==> config.mk <==
export PLATFORM = sky130hd
export DESIGN_NAME = phase_ctrl
export DESIGN_NICKNAME = d
export VERILOG_FILES = /design/src/logic/phase_ctrl_pkg.sv /design/src/logic/phase_ctrl.sv
export SDC_FILE = /design/constraint.sdc
export NUM_CORES = 1
export LEC_CHECK = 0
export BUFFER_PORTS_ARGS = -buffer_cell sky130_fd_sc_hd__buf_2
export CORE_ASPECT_RATIO = 1.1
export CORE_MARGIN = 4
export CORE_UTILIZATION = 50
export DETAILED_ROUTE_END_ITERATION = 12
export PLACE_DENSITY = 0.73
export SLEW_MARGIN = 40
export SYNTH_ARGS = -nofsm -noshare
export SYNTH_HDL_FRONTEND = slang
export SYNTH_SLANG_ARGS = --single-unit
==> constraint.sdc <==
create_clock -name clock -period 5.65 [get_ports clock]
set_clock_uncertainty 0.2 [all_clocks]
set_input_delay 1.4125 -clock clock [delete_from_list [all_inputs] [get_ports clock]]
set_output_delay 1.4125 -clock clock [all_outputs]
set_load 0.03 [all_outputs]
==> src/logic/phase_ctrl_pkg.sv <==
// constants and types for the voltage-select decode and phase control block
package phase_ctrl_pkg;
  // apb register byte offsets
  localparam logic [7:0] CTRL_OFF = 8'h00;
  localparam logic [7:0] DUTY_OFF = 8'h04;
  localparam logic [7:0] ILIM_OFF = 8'h08;
  localparam logic [7:0] STATUS_OFF = 8'h0c;
  // control register fields
  localparam int CTRL_RUN_BIT = 0;
  // status register fields
  localparam int ST_CODE_LSB = 0;
  localparam int ST_SAVE_BIT = 8;
  localparam int ST_AUTO_BIT = 9;
  localparam int ST_PHASE_LSB = 10;
  localparam int ST_OFF_BIT = 13;
  // reset values
  localparam logic CTRL_RUN_RST = 1'b0;
  localparam logic [7:0] DUTY_RST = 8'h80;
  localparam logic [15:0] ILIM_RST = 16'h0100;
  // voltage-select code: 1.6125 V top, 6.25 mV per step
  localparam logic [8:0] REF_TOP_STEPS = 9'h102;
  localparam logic [7:0] CODE_LOWEST = 8'hb2;
  localparam logic [7:0] CODE_OFF_A = 8'hfe;
  localparam logic [7:0] CODE_OFF_B = 8'hff;
  // pwm timing: one counter step every PWM_DIV clocks
  localparam int PWM_DIV = 4;
  localparam logic [1:0] PWM_DIV_LAST = 2'(PWM_DIV - 1);
  // phase slot offsets inside the 256-step pwm period
  localparam logic [7:0] OFS_HALF = 8'h80;
  localparam logic [7:0] OFS_THIRD = 8'h55;
  localparam logic [7:0] OFS_TWO_THIRD = 8'hab;
  localparam logic [7:0] OFS_QUARTER = 8'h40;
  localparam logic [7:0] OFS_3QUARTER = 8'hc0;
  // phase counts
  localparam logic [2:0] PH_TWO = 3'h2;
  localparam logic [2:0] PH_THREE = 3'h3;
  localparam logic [2:0] PH_FOUR = 3'h4;
  localparam logic [3:0] MASK_TWO = 4'h5;
  localparam logic [3:0] MASK_THREE = 4'h7;
  localparam logic [3:0] MASK_FOUR = 4'hf;

  typedef enum logic [1:0] {
    AUTO_NORMAL = 2'b01,
    AUTO_SAVE = 2'b10
  } auto_state_t;
endpackage : phase_ctrl_pkg

==> src/logic/phase_ctrl.sv <==
// voltage-select decode, power-save decision and phase shedding with apb
`timescale 1ns/100ps

module phase_ctrl
  import phase_ctrl_pkg::*;
(
  // clock and reset
  input wire logic clock,
  input wire logic sys_rst,
  // apb slave
  input wire logic psel,
  input wire logic penable,
  input wire logic pwrite,
  input wire logic [7:0] paddr,
  input wire logic [31:0] pwdata,
  output logic [31:0] prdata,
  output logic pready,
  output logic pslverr,
  // processor side
  input wire logic [7:0] voltage_select_code,
  input wire logic forced_power_save_request_n,
  input wire logic auto_save_enable,
  // gate pwm pins, bit 0 is gate_pwm_out_1
  input wire logic [3:0] gate_pwm_out_in,
  output logic [3:0] gate_pwm_out_o,
  output logic [3:0] gate_pwm_out_oe,
  // analog-facing results
  output logic [8:0] reference_steps,
  output logic regulate_en,
  output logic [15:0] current_limit,
  output logic power_save,
  output logic [2:0] active_phases
);

  function automatic logic code_is_off(input logic [7:0] c);
    code_is_off = (c == CODE_OFF_A) || (c == CODE_OFF_B);
  endfunction : code_is_off

  function automatic logic code_is_valid(input logic [7:0] c);
    code_is_valid = (c <= CODE_LOWEST);
  endfunction : code_is_valid

  function automatic logic [15:0] split_limit(input logic [15:0] lim,
                                              input logic [2:0] n);
    case (n)
      PH_TWO: split_limit = lim >> 1;
      PH_THREE: split_limit = 16'(lim / 16'h0003);
      default: split_limit = lim >> 2;
    endcase
  endfunction : split_limit

  // ---------------- apb registers
  logic run_r, run_nxt;
  logic [7:0] duty_r, duty_nxt;
  logic [15:0] ilim_r, ilim_nxt;
  logic [31:0] prdata_nxt;
  logic wr_en, rd_setup, addr_ok;
  logic [31:0] status_word;
  logic auto_save_r;

  // phase strap
  logic strap_done_r, strap_done_nxt;
  logic [2:0] phases_r, phases_nxt;
  logic [3:0] mask_r, mask_nxt;

  assign pready = 1'b1;
  assign addr_ok = (paddr == CTRL_OFF) || (paddr == DUTY_OFF)
                || (paddr == ILIM_OFF) || (paddr == STATUS_OFF);
  assign pslverr = psel && penable && !addr_ok;
  assign wr_en = psel && penable && pwrite && addr_ok;
  assign rd_setup = psel && !penable && !pwrite;

  always_comb begin
    status_word = 32'h0;
    status_word[ST_CODE_LSB +: 8] = voltage_select_code;
    status_word[ST_SAVE_BIT] = power_save;
    status_word[ST_AUTO_BIT] = auto_save_r;
    status_word[ST_PHASE_LSB +: 3] = phases_r;
    status_word[ST_OFF_BIT] = !regulate_en;
  end

  always_comb begin
    run_nxt = run_r;
    duty_nxt = duty_r;
    ilim_nxt = ilim_r;
    prdata_nxt = prdata;
    if (wr_en) begin
      case (paddr)
        CTRL_OFF: run_nxt = pwdata[CTRL_RUN_BIT];
        DUTY_OFF: duty_nxt = pwdata[7:0];
        ILIM_OFF: ilim_nxt = pwdata[15:0];
        default: ;
      endcase
    end
    if (rd_setup) begin
      case (paddr)
        CTRL_OFF: prdata_nxt = {31'h0, run_r};
        DUTY_OFF: prdata_nxt = {24'h0, duty_r};
        ILIM_OFF: prdata_nxt = {16'h0, ilim_r};
        STATUS_OFF: prdata_nxt = status_word;
        default: prdata_nxt = 32'h0;
      endcase
    end
  end

  always_ff @(posedge clock) begin
    if (sys_rst) begin
      run_r <= CTRL_RUN_RST;
      duty_r <= DUTY_RST;
      ilim_r <= ILIM_RST;
      prdata <= 32'h0;
    end else begin
      run_r <= run_nxt;
      duty_r <= duty_nxt;
      ilim_r <= ilim_nxt;
      prdata <= prdata_nxt;
    end
  end

  // ---------------- phase count from grounded gate pins
  // pins are sensed once, while not driven, on the first edge after reset
  always_comb begin
    strap_done_nxt = 1'b1;
    phases_nxt = phases_r;
    mask_nxt = mask_r;
    if (!strap_done_r) begin
      if (!gate_pwm_out_in[1] && !gate_pwm_out_in[3]) begin
        phases_nxt = PH_TWO;
        mask_nxt = MASK_TWO;
      end else if (!gate_pwm_out_in[3]) begin
        phases_nxt = PH_THREE;
        mask_nxt = MASK_THREE;
      end else begin
        phases_nxt = PH_FOUR;
        mask_nxt = MASK_FOUR;
      end
    end
  end

  always_ff @(posedge clock) begin
    if (sys_rst) begin
      strap_done_r <= 1'b0;
      phases_r <= PH_FOUR;
      mask_r <= 4'h0;
    end else begin
      strap_done_r <= strap_done_nxt;
      phases_r <= phases_nxt;
      mask_r <= mask_nxt;
    end
  end

  // ---------------- code decode
  logic [7:0] prev_code_r, prev_code_nxt;
  logic [8:0] ref_nxt;
  logic regulate_nxt;
  logic volt_down, volt_up;

  always_comb begin
    ref_nxt = reference_steps;
    prev_code_nxt = prev_code_r;
    regulate_nxt = !code_is_off(voltage_select_code);
    // codes between the lowest setting and off are ignored
    if (code_is_valid(voltage_select_code)) begin
      ref_nxt = REF_TOP_STEPS - {1'b0, voltage_select_code};
      prev_code_nxt = voltage_select_code;
    end
  end

  // a larger code is a lower voltage
  assign volt_down = code_is_valid(voltage_select_code)
                  && (voltage_select_code > prev_code_r);
  assign volt_up = code_is_valid(voltage_select_code)
                && (voltage_select_code < prev_code_r);

  always_ff @(posedge clock) begin
    if (sys_rst) begin
      reference_steps <= 9'h0;
      regulate_en <= 1'b0;
      prev_code_r <= 8'h0;
    end else begin
      reference_steps <= ref_nxt;
      regulate_en <= regulate_nxt;
      prev_code_r <= prev_code_nxt;
    end
  end

  // ---------------- power-save decision
  auto_state_t auto_r, auto_nxt;
  logic save_nxt;
  logic [15:0] limit_nxt;

  always_comb begin
    auto_nxt = auto_r;
    // tracking runs only while enabled, so re-enabling starts from normal
    if (!auto_save_enable) begin
      auto_nxt = AUTO_NORMAL;
    end else begin
      case (auto_r)
        AUTO_NORMAL: if (volt_down) auto_nxt = AUTO_SAVE;
        AUTO_SAVE: if (volt_up) auto_nxt = AUTO_NORMAL;
        default: auto_nxt = AUTO_NORMAL;
      endcase
    end
    save_nxt = !forced_power_save_request_n
            || (auto_save_enable && auto_r == AUTO_SAVE);
    limit_nxt = power_save ? split_limit(ilim_r, phases_r) : ilim_r;
  end

  assign auto_save_r = (auto_r == AUTO_SAVE);

  always_ff @(posedge clock) begin
    if (sys_rst) begin
      auto_r <= AUTO_NORMAL;
      power_save <= 1'b0;
      current_limit <= 16'h0;
    end else begin
      auto_r <= auto_nxt;
      power_save <= save_nxt;
      current_limit <= limit_nxt;
    end
  end

  // ---------------- pwm generation
  logic [1:0] div_r, div_nxt;
  logic [7:0] ramp_r, ramp_nxt;
  logic tick;
  logic [3:0] gate_nxt;
  logic [31:0] offs;
  logic [3:0] live;
  logic [2:0] act_nxt;

  assign tick = (div_r == PWM_DIV_LAST);

  always_comb begin
    div_nxt = tick ? 2'h0 : div_r + 2'h1;
    ramp_nxt = tick ? ramp_r + 8'h01 : ramp_r;
    case (phases_r)
      PH_TWO: offs = {8'h00, 8'h00, OFS_HALF, 8'h00};
      PH_THREE: offs = {8'h00, OFS_TWO_THIRD, OFS_THIRD, 8'h00};
      default: offs = {OFS_3QUARTER, OFS_HALF, OFS_QUARTER, 8'h00};
    endcase
    // two-phase uses slots of outputs one and three
    if (phases_r == PH_TWO) offs = {8'h00, OFS_HALF, 8'h00, 8'h00};
    live = power_save ? 4'h1 : mask_r;
    act_nxt = power_save ? 3'h1 : phases_r;
    for (int i = 0; i < 4; i++) begin
      gate_nxt[i] = live[i] && run_r && regulate_en && strap_done_r
                 && ((ramp_r + offs[8*i +: 8]) < duty_r);
    end
  end

  always_ff @(posedge clock) begin
    if (sys_rst) begin
      div_r <= 2'h0;
      ramp_r <= 8'h0;
      gate_pwm_out_o <= 4'h0;
      active_phases <= 3'h0;
    end else begin
      div_r <= div_nxt;
      ramp_r <= ramp_nxt;
      gate_pwm_out_o <= gate_nxt;
      active_phases <= act_nxt;
    end
  end

  // only outputs in the strapped phase mask are driven; only pins 2 and 4 are sensed
  assign gate_pwm_out_oe = mask_r;

  // ---------------- checks
  property p_off_stops;
    @(posedge clock) disable iff (sys_rst)
    code_is_off(voltage_select_code) |=>
      !regulate_en ##1 gate_pwm_out_o == 4'h0;
  endproperty
  a_off_stops: assert property (p_off_stops) else $error("off code regulates");

  property p_ref_map;
    @(posedge clock) disable iff (sys_rst)
    code_is_valid(voltage_select_code) |=>
      reference_steps == REF_TOP_STEPS - {1'b0, $past(voltage_select_code)};
  endproperty
  a_ref_map: assert property (p_ref_map) else $error("bad reference");

  property p_forced;
    @(posedge clock) disable iff (sys_rst)
    !forced_power_save_request_n |=> power_save;
  endproperty
  a_forced: assert property (p_forced) else $error("forced save ignored");

  property p_auto_enter;
    @(posedge clock) disable iff (sys_rst)
    auto_save_enable && forced_power_save_request_n && volt_down
      && $rose(auto_save_enable) == 1'b0 ##1 auto_save_enable
      |=> power_save;
  endproperty
  a_auto_enter: assert property (p_auto_enter) else $error("no auto entry");

  property p_auto_exit;
    @(posedge clock) disable iff (sys_rst)
    auto_save_r && auto_save_enable && volt_up ##1 forced_power_save_request_n
      |=> !power_save;
  endproperty
  a_auto_exit: assert property (p_auto_exit) else $error("no auto exit");

  property p_auto_off;
    @(posedge clock) disable iff (sys_rst)
    !auto_save_enable && forced_power_save_request_n |=> !power_save;
  endproperty
  a_auto_off: assert property (p_auto_off) else $error("save while disabled");

  property p_single;
    @(posedge clock) disable iff (sys_rst)
    power_save |=> gate_pwm_out_o[3:1] == 3'h0 && active_phases == 3'h1;
  endproperty
  a_single: assert property (p_single) else $error("extra phase in save");

  property p_limit;
    @(posedge clock) disable iff (sys_rst)
    power_save && phases_r == PH_FOUR |=> current_limit == $past(ilim_r) >> 2;
  endproperty
  a_limit: assert property (p_limit) else $error("limit not scaled");

  property p_two_phase;
    @(posedge clock) disable iff (sys_rst)
    strap_done_r && phases_r == PH_TWO |-> gate_pwm_out_oe == MASK_TWO;
  endproperty
  a_two_phase: assert property (p_two_phase) else $error("bad 2-phase pins");

  property p_three_phase;
    @(posedge clock) disable iff (sys_rst)
    strap_done_r && phases_r == PH_THREE |-> gate_pwm_out_oe == MASK_THREE;
  endproperty
  a_three_phase: assert property (p_three_phase) else $error("bad 3-phase pins");

  property p_four_phase;
    @(posedge clock) disable iff (sys_rst)
    strap_done_r && phases_r == PH_FOUR |-> gate_pwm_out_oe == MASK_FOUR;
  endproperty
  a_four_phase: assert property (p_four_phase) else $error("bad 4-phase pins");

endmodule : phase_ctrl

Word-level counts from Yosys, hierarchy flattened
Index checks and enable logic that the tools add are counted.
{ "word_totals": {"reg_bits": 119, "inputBits": 59, "out_inout_bits": 72} }
{ "op_classes": {"add_sub_neg": 7, "div_mod_pow": 1, "magnitude_cmp": 7, "n_eq_ne": 12, "n_mux": 15, "bitwise": 1, "reduce_logical": 47} }
{ "ops": {"columns": ["op", "n"], "rows": [
  ["32-bit 2-to-1 mux", 2],
  ["16-bit one-hot mux with 4 select lines", 1],
  ["8-bit less-than comparator", 5],
  ["8-bit adder", 4],
  ["16-bit one-hot mux with 2 select lines", 1],
  ["1-bit logical AND", 26],
  ["16-bit by 2-bit divider with 16-bit output (second input constant)", 1],
  ["8-bit by 4-bit == test with 1-bit output (second input constant)", 2],
  ["8-bit == test (second input constant)", 2],
  ["16-bit 2-to-1 mux", 1],
  ["4-bit 2-to-1 mux", 3],
  ["9-bit by 8-bit subtractor with 9-bit output (first input constant)", 1],
  ["8-bit by 1-bit adder with 8-bit output (second input constant)", 1],
  ["8-bit by 3-bit == test with 1-bit output (second input constant)", 1],
  ["8-bit greater-than comparator", 1],
  ["8-bit <= comparator (second input constant)", 1],
  ["1-bit logical NOT", 8],
  ["8-bit logical NOT", 1],
  ["2-bit AND reduction", 4],
  ["3-bit by 2-bit == test with 1-bit output (second input constant)", 2],
  ["3-bit 2-to-1 mux", 2],
  ["2-bit OR reduction", 3],
  ["1-bit logical OR", 5],
  ["2-bit == test (second input constant)", 2],
  ["other kinds (8)", 10]
]} }

Longest topological paths before layout
{ "depth": {"depth_word": 6, "depth_mapped": 20, "ltp_nobuf": 17} }

Worst setup path before layout
Ideal clock, no wire load.
{ "synth_path": {"kind": "reg-to-reg", "start": "reg ilim_r[11]", "end": "reg current_limit[0]", "setup_time_ns": 0.131, "arrival_ns": 4.102, "slack_ns": 1.217, "stages_incl_launch_ff": 19, "n_path_buf": 2, "period_less_slack_ns": 4.433, "cell_sequence": "dfxtp_1 buf_2 or4b_4 mux2i_4 o22a_2 or2_1 buf_6 nor3_1 or3_4 mux2_4 mux2_4 a2111oi_4 nor2_1 xnor2_1 ha_1 or4_1 a21oi_1 or3_1 a211oi_2"} }
{ "synth_via": {"elab_chain_len": 3} }
{ "synth_lines": {"columns": ["item", "line_no", "source"], "rows": [
  ["start: declaration", "phase_ctrl.sv:55", "logic [15:0] ilim_r, ilim_nxt;"],
  ["start signal: assignment", "phase_ctrl.sv:115", "ilim_r <= ilim_nxt;"],
  ["16-bit by 2-bit divider with 16-bit output", "phase_ctrl.sv:47", "PH_THREE: split_limit = 16'(lim / 16'h0003);"],
  ["16-bit one-hot mux with 2 select lines", "phase_ctrl.sv:45", "case (n)"],
  ["16-bit 2-to-1 mux", "phase_ctrl.sv:206", "limit_nxt = power_save ? split_limit(ilim_r, phases_r) : ilim_r;"],
  ["end signal: assignment", "phase_ctrl.sv:219", "current_limit <= limit_nxt;"],
  ["end: declaration", "phase_ctrl.sv:30", "output logic [15:0] current_limit,"]
]} }
Every way passes these cells.
A chain may end at the register's enable or synchronous reset.

Final worst setup path
{ "layout_path": {"start": "reg ilim_r[10]", "end": "reg current_limit[0]"} }
The elaborated chain is that of the path after synthesis.

==> impl_metrics.csv <==
group,metric,value,unit
routing,dr.pass1.iters,6,
placed_design,numPortBuffers,95,
timing,min_period,5.19,ns
placed_design,place.gp.congestion,0.900,
timing,period_share,91.8,%
floorplanning,num_io_pins,131,
setup_path,crit_buf_inv,1,
setup_path,crit_path_max_fanout,19,
synth,ys_types,84,
synth,seq_area_frac_synth,29.5,%
clock_tree,cts.htree.levels,3,
routing,route.detailed.drc,0,
floorplanning,coreArea,13300,sq um
floorplanning,die_area,15700,sq um
timing,slew-limit-headroom,47.8,%
clock_tree,cts.clk_slew.worst_paths,0.07,ns
setup_path,crit_type,"reg2reg",
run,drv_cap,0,
clock_tree,clk_latency,0.36,ns
cells_and_area,postLayoutCellArea,7640,sq um
synth,synthFlopType,"dfxtp_1",
power_and_ir_drop,p_leak,0.00320,uW
global_route,antenna_found_initial,0,
timing,final.setup.tns,0,ns
clock_tree,cts_resized,0,
global_route,grt_start_max_net_pins,50,
clock_tree,tritoncts,"yes",
hold_path,hp-class,"reg2reg",
clock_tree,cts_buffer_depth,2,
power_and_ir_drop,ir_drop,0.186,mV
timing,max_freq,193,MHz
floorplanning,die_h,131,microns
global_route,track_usage,23.2,%
routing,vias,6441,
timing,hold_viol,0,
routing,drt-vias-per-instance,5.73,
cells_and_area,n_antenna_cell,0,
timing,drv_slew,0,
clock_tree,postCtsHoldBufs,0,
floorplanning,row_count,44,
placed_design,hpwl,12700,microns
setup_path,required,5.68,ns
cells_and_area,drive_gt1_share,15.7,%
cells_and_area,area_growth,11.3,%
synth,ys_ff_latch,101,
timing,setup_violations,0,
floorplanning,die_x,120,microns
routing,first_iter_violations,424,
setup_path,cp.arrival,5.22,ns
routing,wire_per_inst,15.9,microns
routing,routed_wl,17900,microns
routing,drtAntennaViolNets,0,
timing,rsz0062_at_grt,"false",
synth,syn-instance-count,884,
floorplanning,start_util,51.5,%
setup_path,path_cells,"inv_2 > mux2i_4 > o22a_2 > or2_1 > a32o_1 > or3_4 > mux2_4 > mux2_4 > a2111oi_4 > nor2_1 > xnor2_1 > ha_1 > or4_1 > a21oi_1 > or3_1 > a211oi_2",
setup_path,cp-end-kind,"register",
clock_tree,root_buffer,"clkbuf_16",
timing,worst_slew_pin_slew,0.783,ns
clock_tree,numCtsBuffers,9,
setup_path,crit_path_max_incr_delay,0.81,ns
global_route,overflow,0,
setup_path,crit_family,"simple AND/OR/NAND/NOR gates",
synth,async_flop_share,0,%
global_route,grt_pass1_vias,5944,
power_and_ir_drop,power_density,205,nW/um^2
run_status,status,"finished, final reports clean",
synth,synth_edf_count,0,
clock_tree,cts_setup_buffers,0,
cells_and_area,nets,1042,
setup_path,crit_path_frequent_cell,"mux2_4",
global_route,grt_pass1_wl,29400,microns
synth,yosys_warnings,0,
clock_tree,cts_sinks,101,
synth,avgSynthCellArea,7.76,sq um
setup_path,critPathSlowestCell,"dfxtp_1",
placed_design,placed_area,7340,sq um
setup_path,critPathLaunchType,"register",
synth,syn_area,6860,sq um
-- per-stage QoR --
stage          hold slack, ns  worst slack, ns  total power (uW)  utilization [%]  std cells
2_1_floorplan           0.198             1.22               895                -        899
3_3_place_gp            0.208            0.592               939             55.1       1109
3_5_place_dp            0.214            0.551               942             55.1       1109
4_1_cts                 0.227            0.465              1570             57.3       1124
5_1_grt                 0.258            0.105              1630             57.3       1124
6_report                0.222            0.462              1560             57.3       1124
-- power breakdown --
group | switching [uW] | leakage [uW] | total [uW] | internal, uW
logic | 123 | 0.00223 | 181 | 57.8
registers | 13.6 | 0.000823 | 745 | 732
clock network | 280 | 0.000146 | 636 | 357
-- final cells by class --
cell class | count | area, sq um
Tap cell | 184 | 230
Sequential cell | 101 | 2020
Multi-Input combinational cell | 682 | 4370
Fill cell | 1293 | 5690
Inverter | 31 | 116
Clock buffer | 11 | 243
Timing Repair Buffer | 111 | 598
Clock inverter | 4 | 56.3
-- registers in the layout, summed over array words and instances, names as in the netlist --
signal           count
gate_pwm_out_o       4
gate_pwm_out_oe      3
regulate_en          1
auto_r               2
duty_r               8
run_r                1
active_phases        3
phases_r             3
power_save           1
div_r                2
strap_done_r         1
reference_steps      9
ilim_r              16
ramp_r               8
current_limit       16
prev_code_r          7
prdata              16
-- kinds of logic (layout without fill, tap and decap cells) --
family | after synthesis | after routing | share of synthesized area, %
AND/OR/NAND/NOR | 307 | 307 | 21.3
AO/OA/AOI/OAI | 251 | 251 | 24.0
buffers and inverters | 116 | 157 | 7.77
flip-flops | 101 | 101 | 29.5
adder cells (fa/ha/maj) | 47 | 47 | 8.68
XOR/XNOR | 35 | 35 | 4.47
multiplexers | 25 | 25 | 4.23
other | 2 | 17 | 0.109
-- worst paths after layout --
kind         slack (ns)                to       start  depth (start not counted)
max reg2reg        0.46  current_limit[0]  ilim_r[10]                         16
min                0.22          div_r[0]    div_r[0]                          1
min reg2reg        0.22          div_r[0]    div_r[0]                          1
max                0.46  current_limit[0]  ilim_r[10]                         16
-- metal layers --
layer	share of wire [%]	global-route usage, %
met5	0	0
met4	2.3	8.15
met3	6.1	4.95
met2	48	39.7
met1	43	29.1
-- synthesized netlist by cell type (4+ instances only) --
library cell	instances	area, sq um
clkbuf_1	56	210
or3_1	8	50.1
and3_1	4	25.0
a211oi_1	21	158
o21ai_0	42	210
o22ai_1	6	37.5
nand2_1	102	383
a21oi_1	89	445
a22o_1	7	61.3
inv_1	27	101
a311oi_1	6	52.6
ha_1	46	576
mux2i_1	19	190
xnor2_1	18	158
xor2_1	17	149
a31oi_1	11	68.8
nor3b_1	9	67.6
buf_4	21	158
nor2_1	92	345
nor2b_1	13	81.3
and2_1	4	25.0
a2bb2oi_1	4	35.0
nor4_1	5	31.3
dfxtp_1	101	2020
a21o_1	13	97.6
a22oi_1	10	75.1
nand4_1	12	75.1
nand3_1	13	65.1
nor3_1	14	70.1
nand2b_1	12	75.1
-- worst register-to-register path, delay by kind of cell (launching register included) --
| kind | cells | cell delay (ns) |
|---|---|---|
| flops | 1 | 0.81 |
| fa+ha+maj | 1 | 0.32 |
| buf+inv | 1 | 0.21 |
| xor+xnor | 1 | 0.14 |
| compound gates | 5 | 1.04 |
| simple gates | 5 | 1.43 |
| mux | 3 | 0.91 |
-- cells in the final DEF (no fill, tap or decap), types with 3 or more instances in the layout --
cell type | synthesis | layout
nand2_1 | 102 | 102
dfxtp_1 | 101 | 100
buf_2 | 3 | 94
nor2_1 | 92 | 92
a21oi_1 | 89 | 89
ha_1 | 46 | 46
o21ai_0 | 42 | 42
inv_1 | 27 | 27
a211oi_1 | 21 | 21
mux2i_1 | 19 | 19
xnor2_1 | 18 | 18
xor2_1 | 17 | 17
conb_1 | 2 | 17
buf_4 | 21 | 17
nor3_1 | 14 | 14
nor2b_1 | 13 | 13
nand3_1 | 13 | 13
a21o_1 | 13 | 13
nand4_1 | 12 | 12
nand2b_1 | 12 | 12
a31oi_1 | 11 | 11
a22oi_1 | 10 | 10
nor3b_1 | 9 | 9
clkbuf_16 | 0 | 9
or3_1 | 8 | 8
a22o_1 | 7 | 7
o22ai_1 | 6 | 6
a311oi_1 | 6 | 6
a2bb2oi_1 | 4 | 4
and2_1 | 4 | 4
and3_1 | 4 | 4
nor4_1 | 5 | 4
o21ai_1 | 3 | 3
clkinv_1 | 3 | 3
a2111oi_0 | 3 | 3
o221ai_1 | 3 | 3
Power figures use the tool's default switching activity.
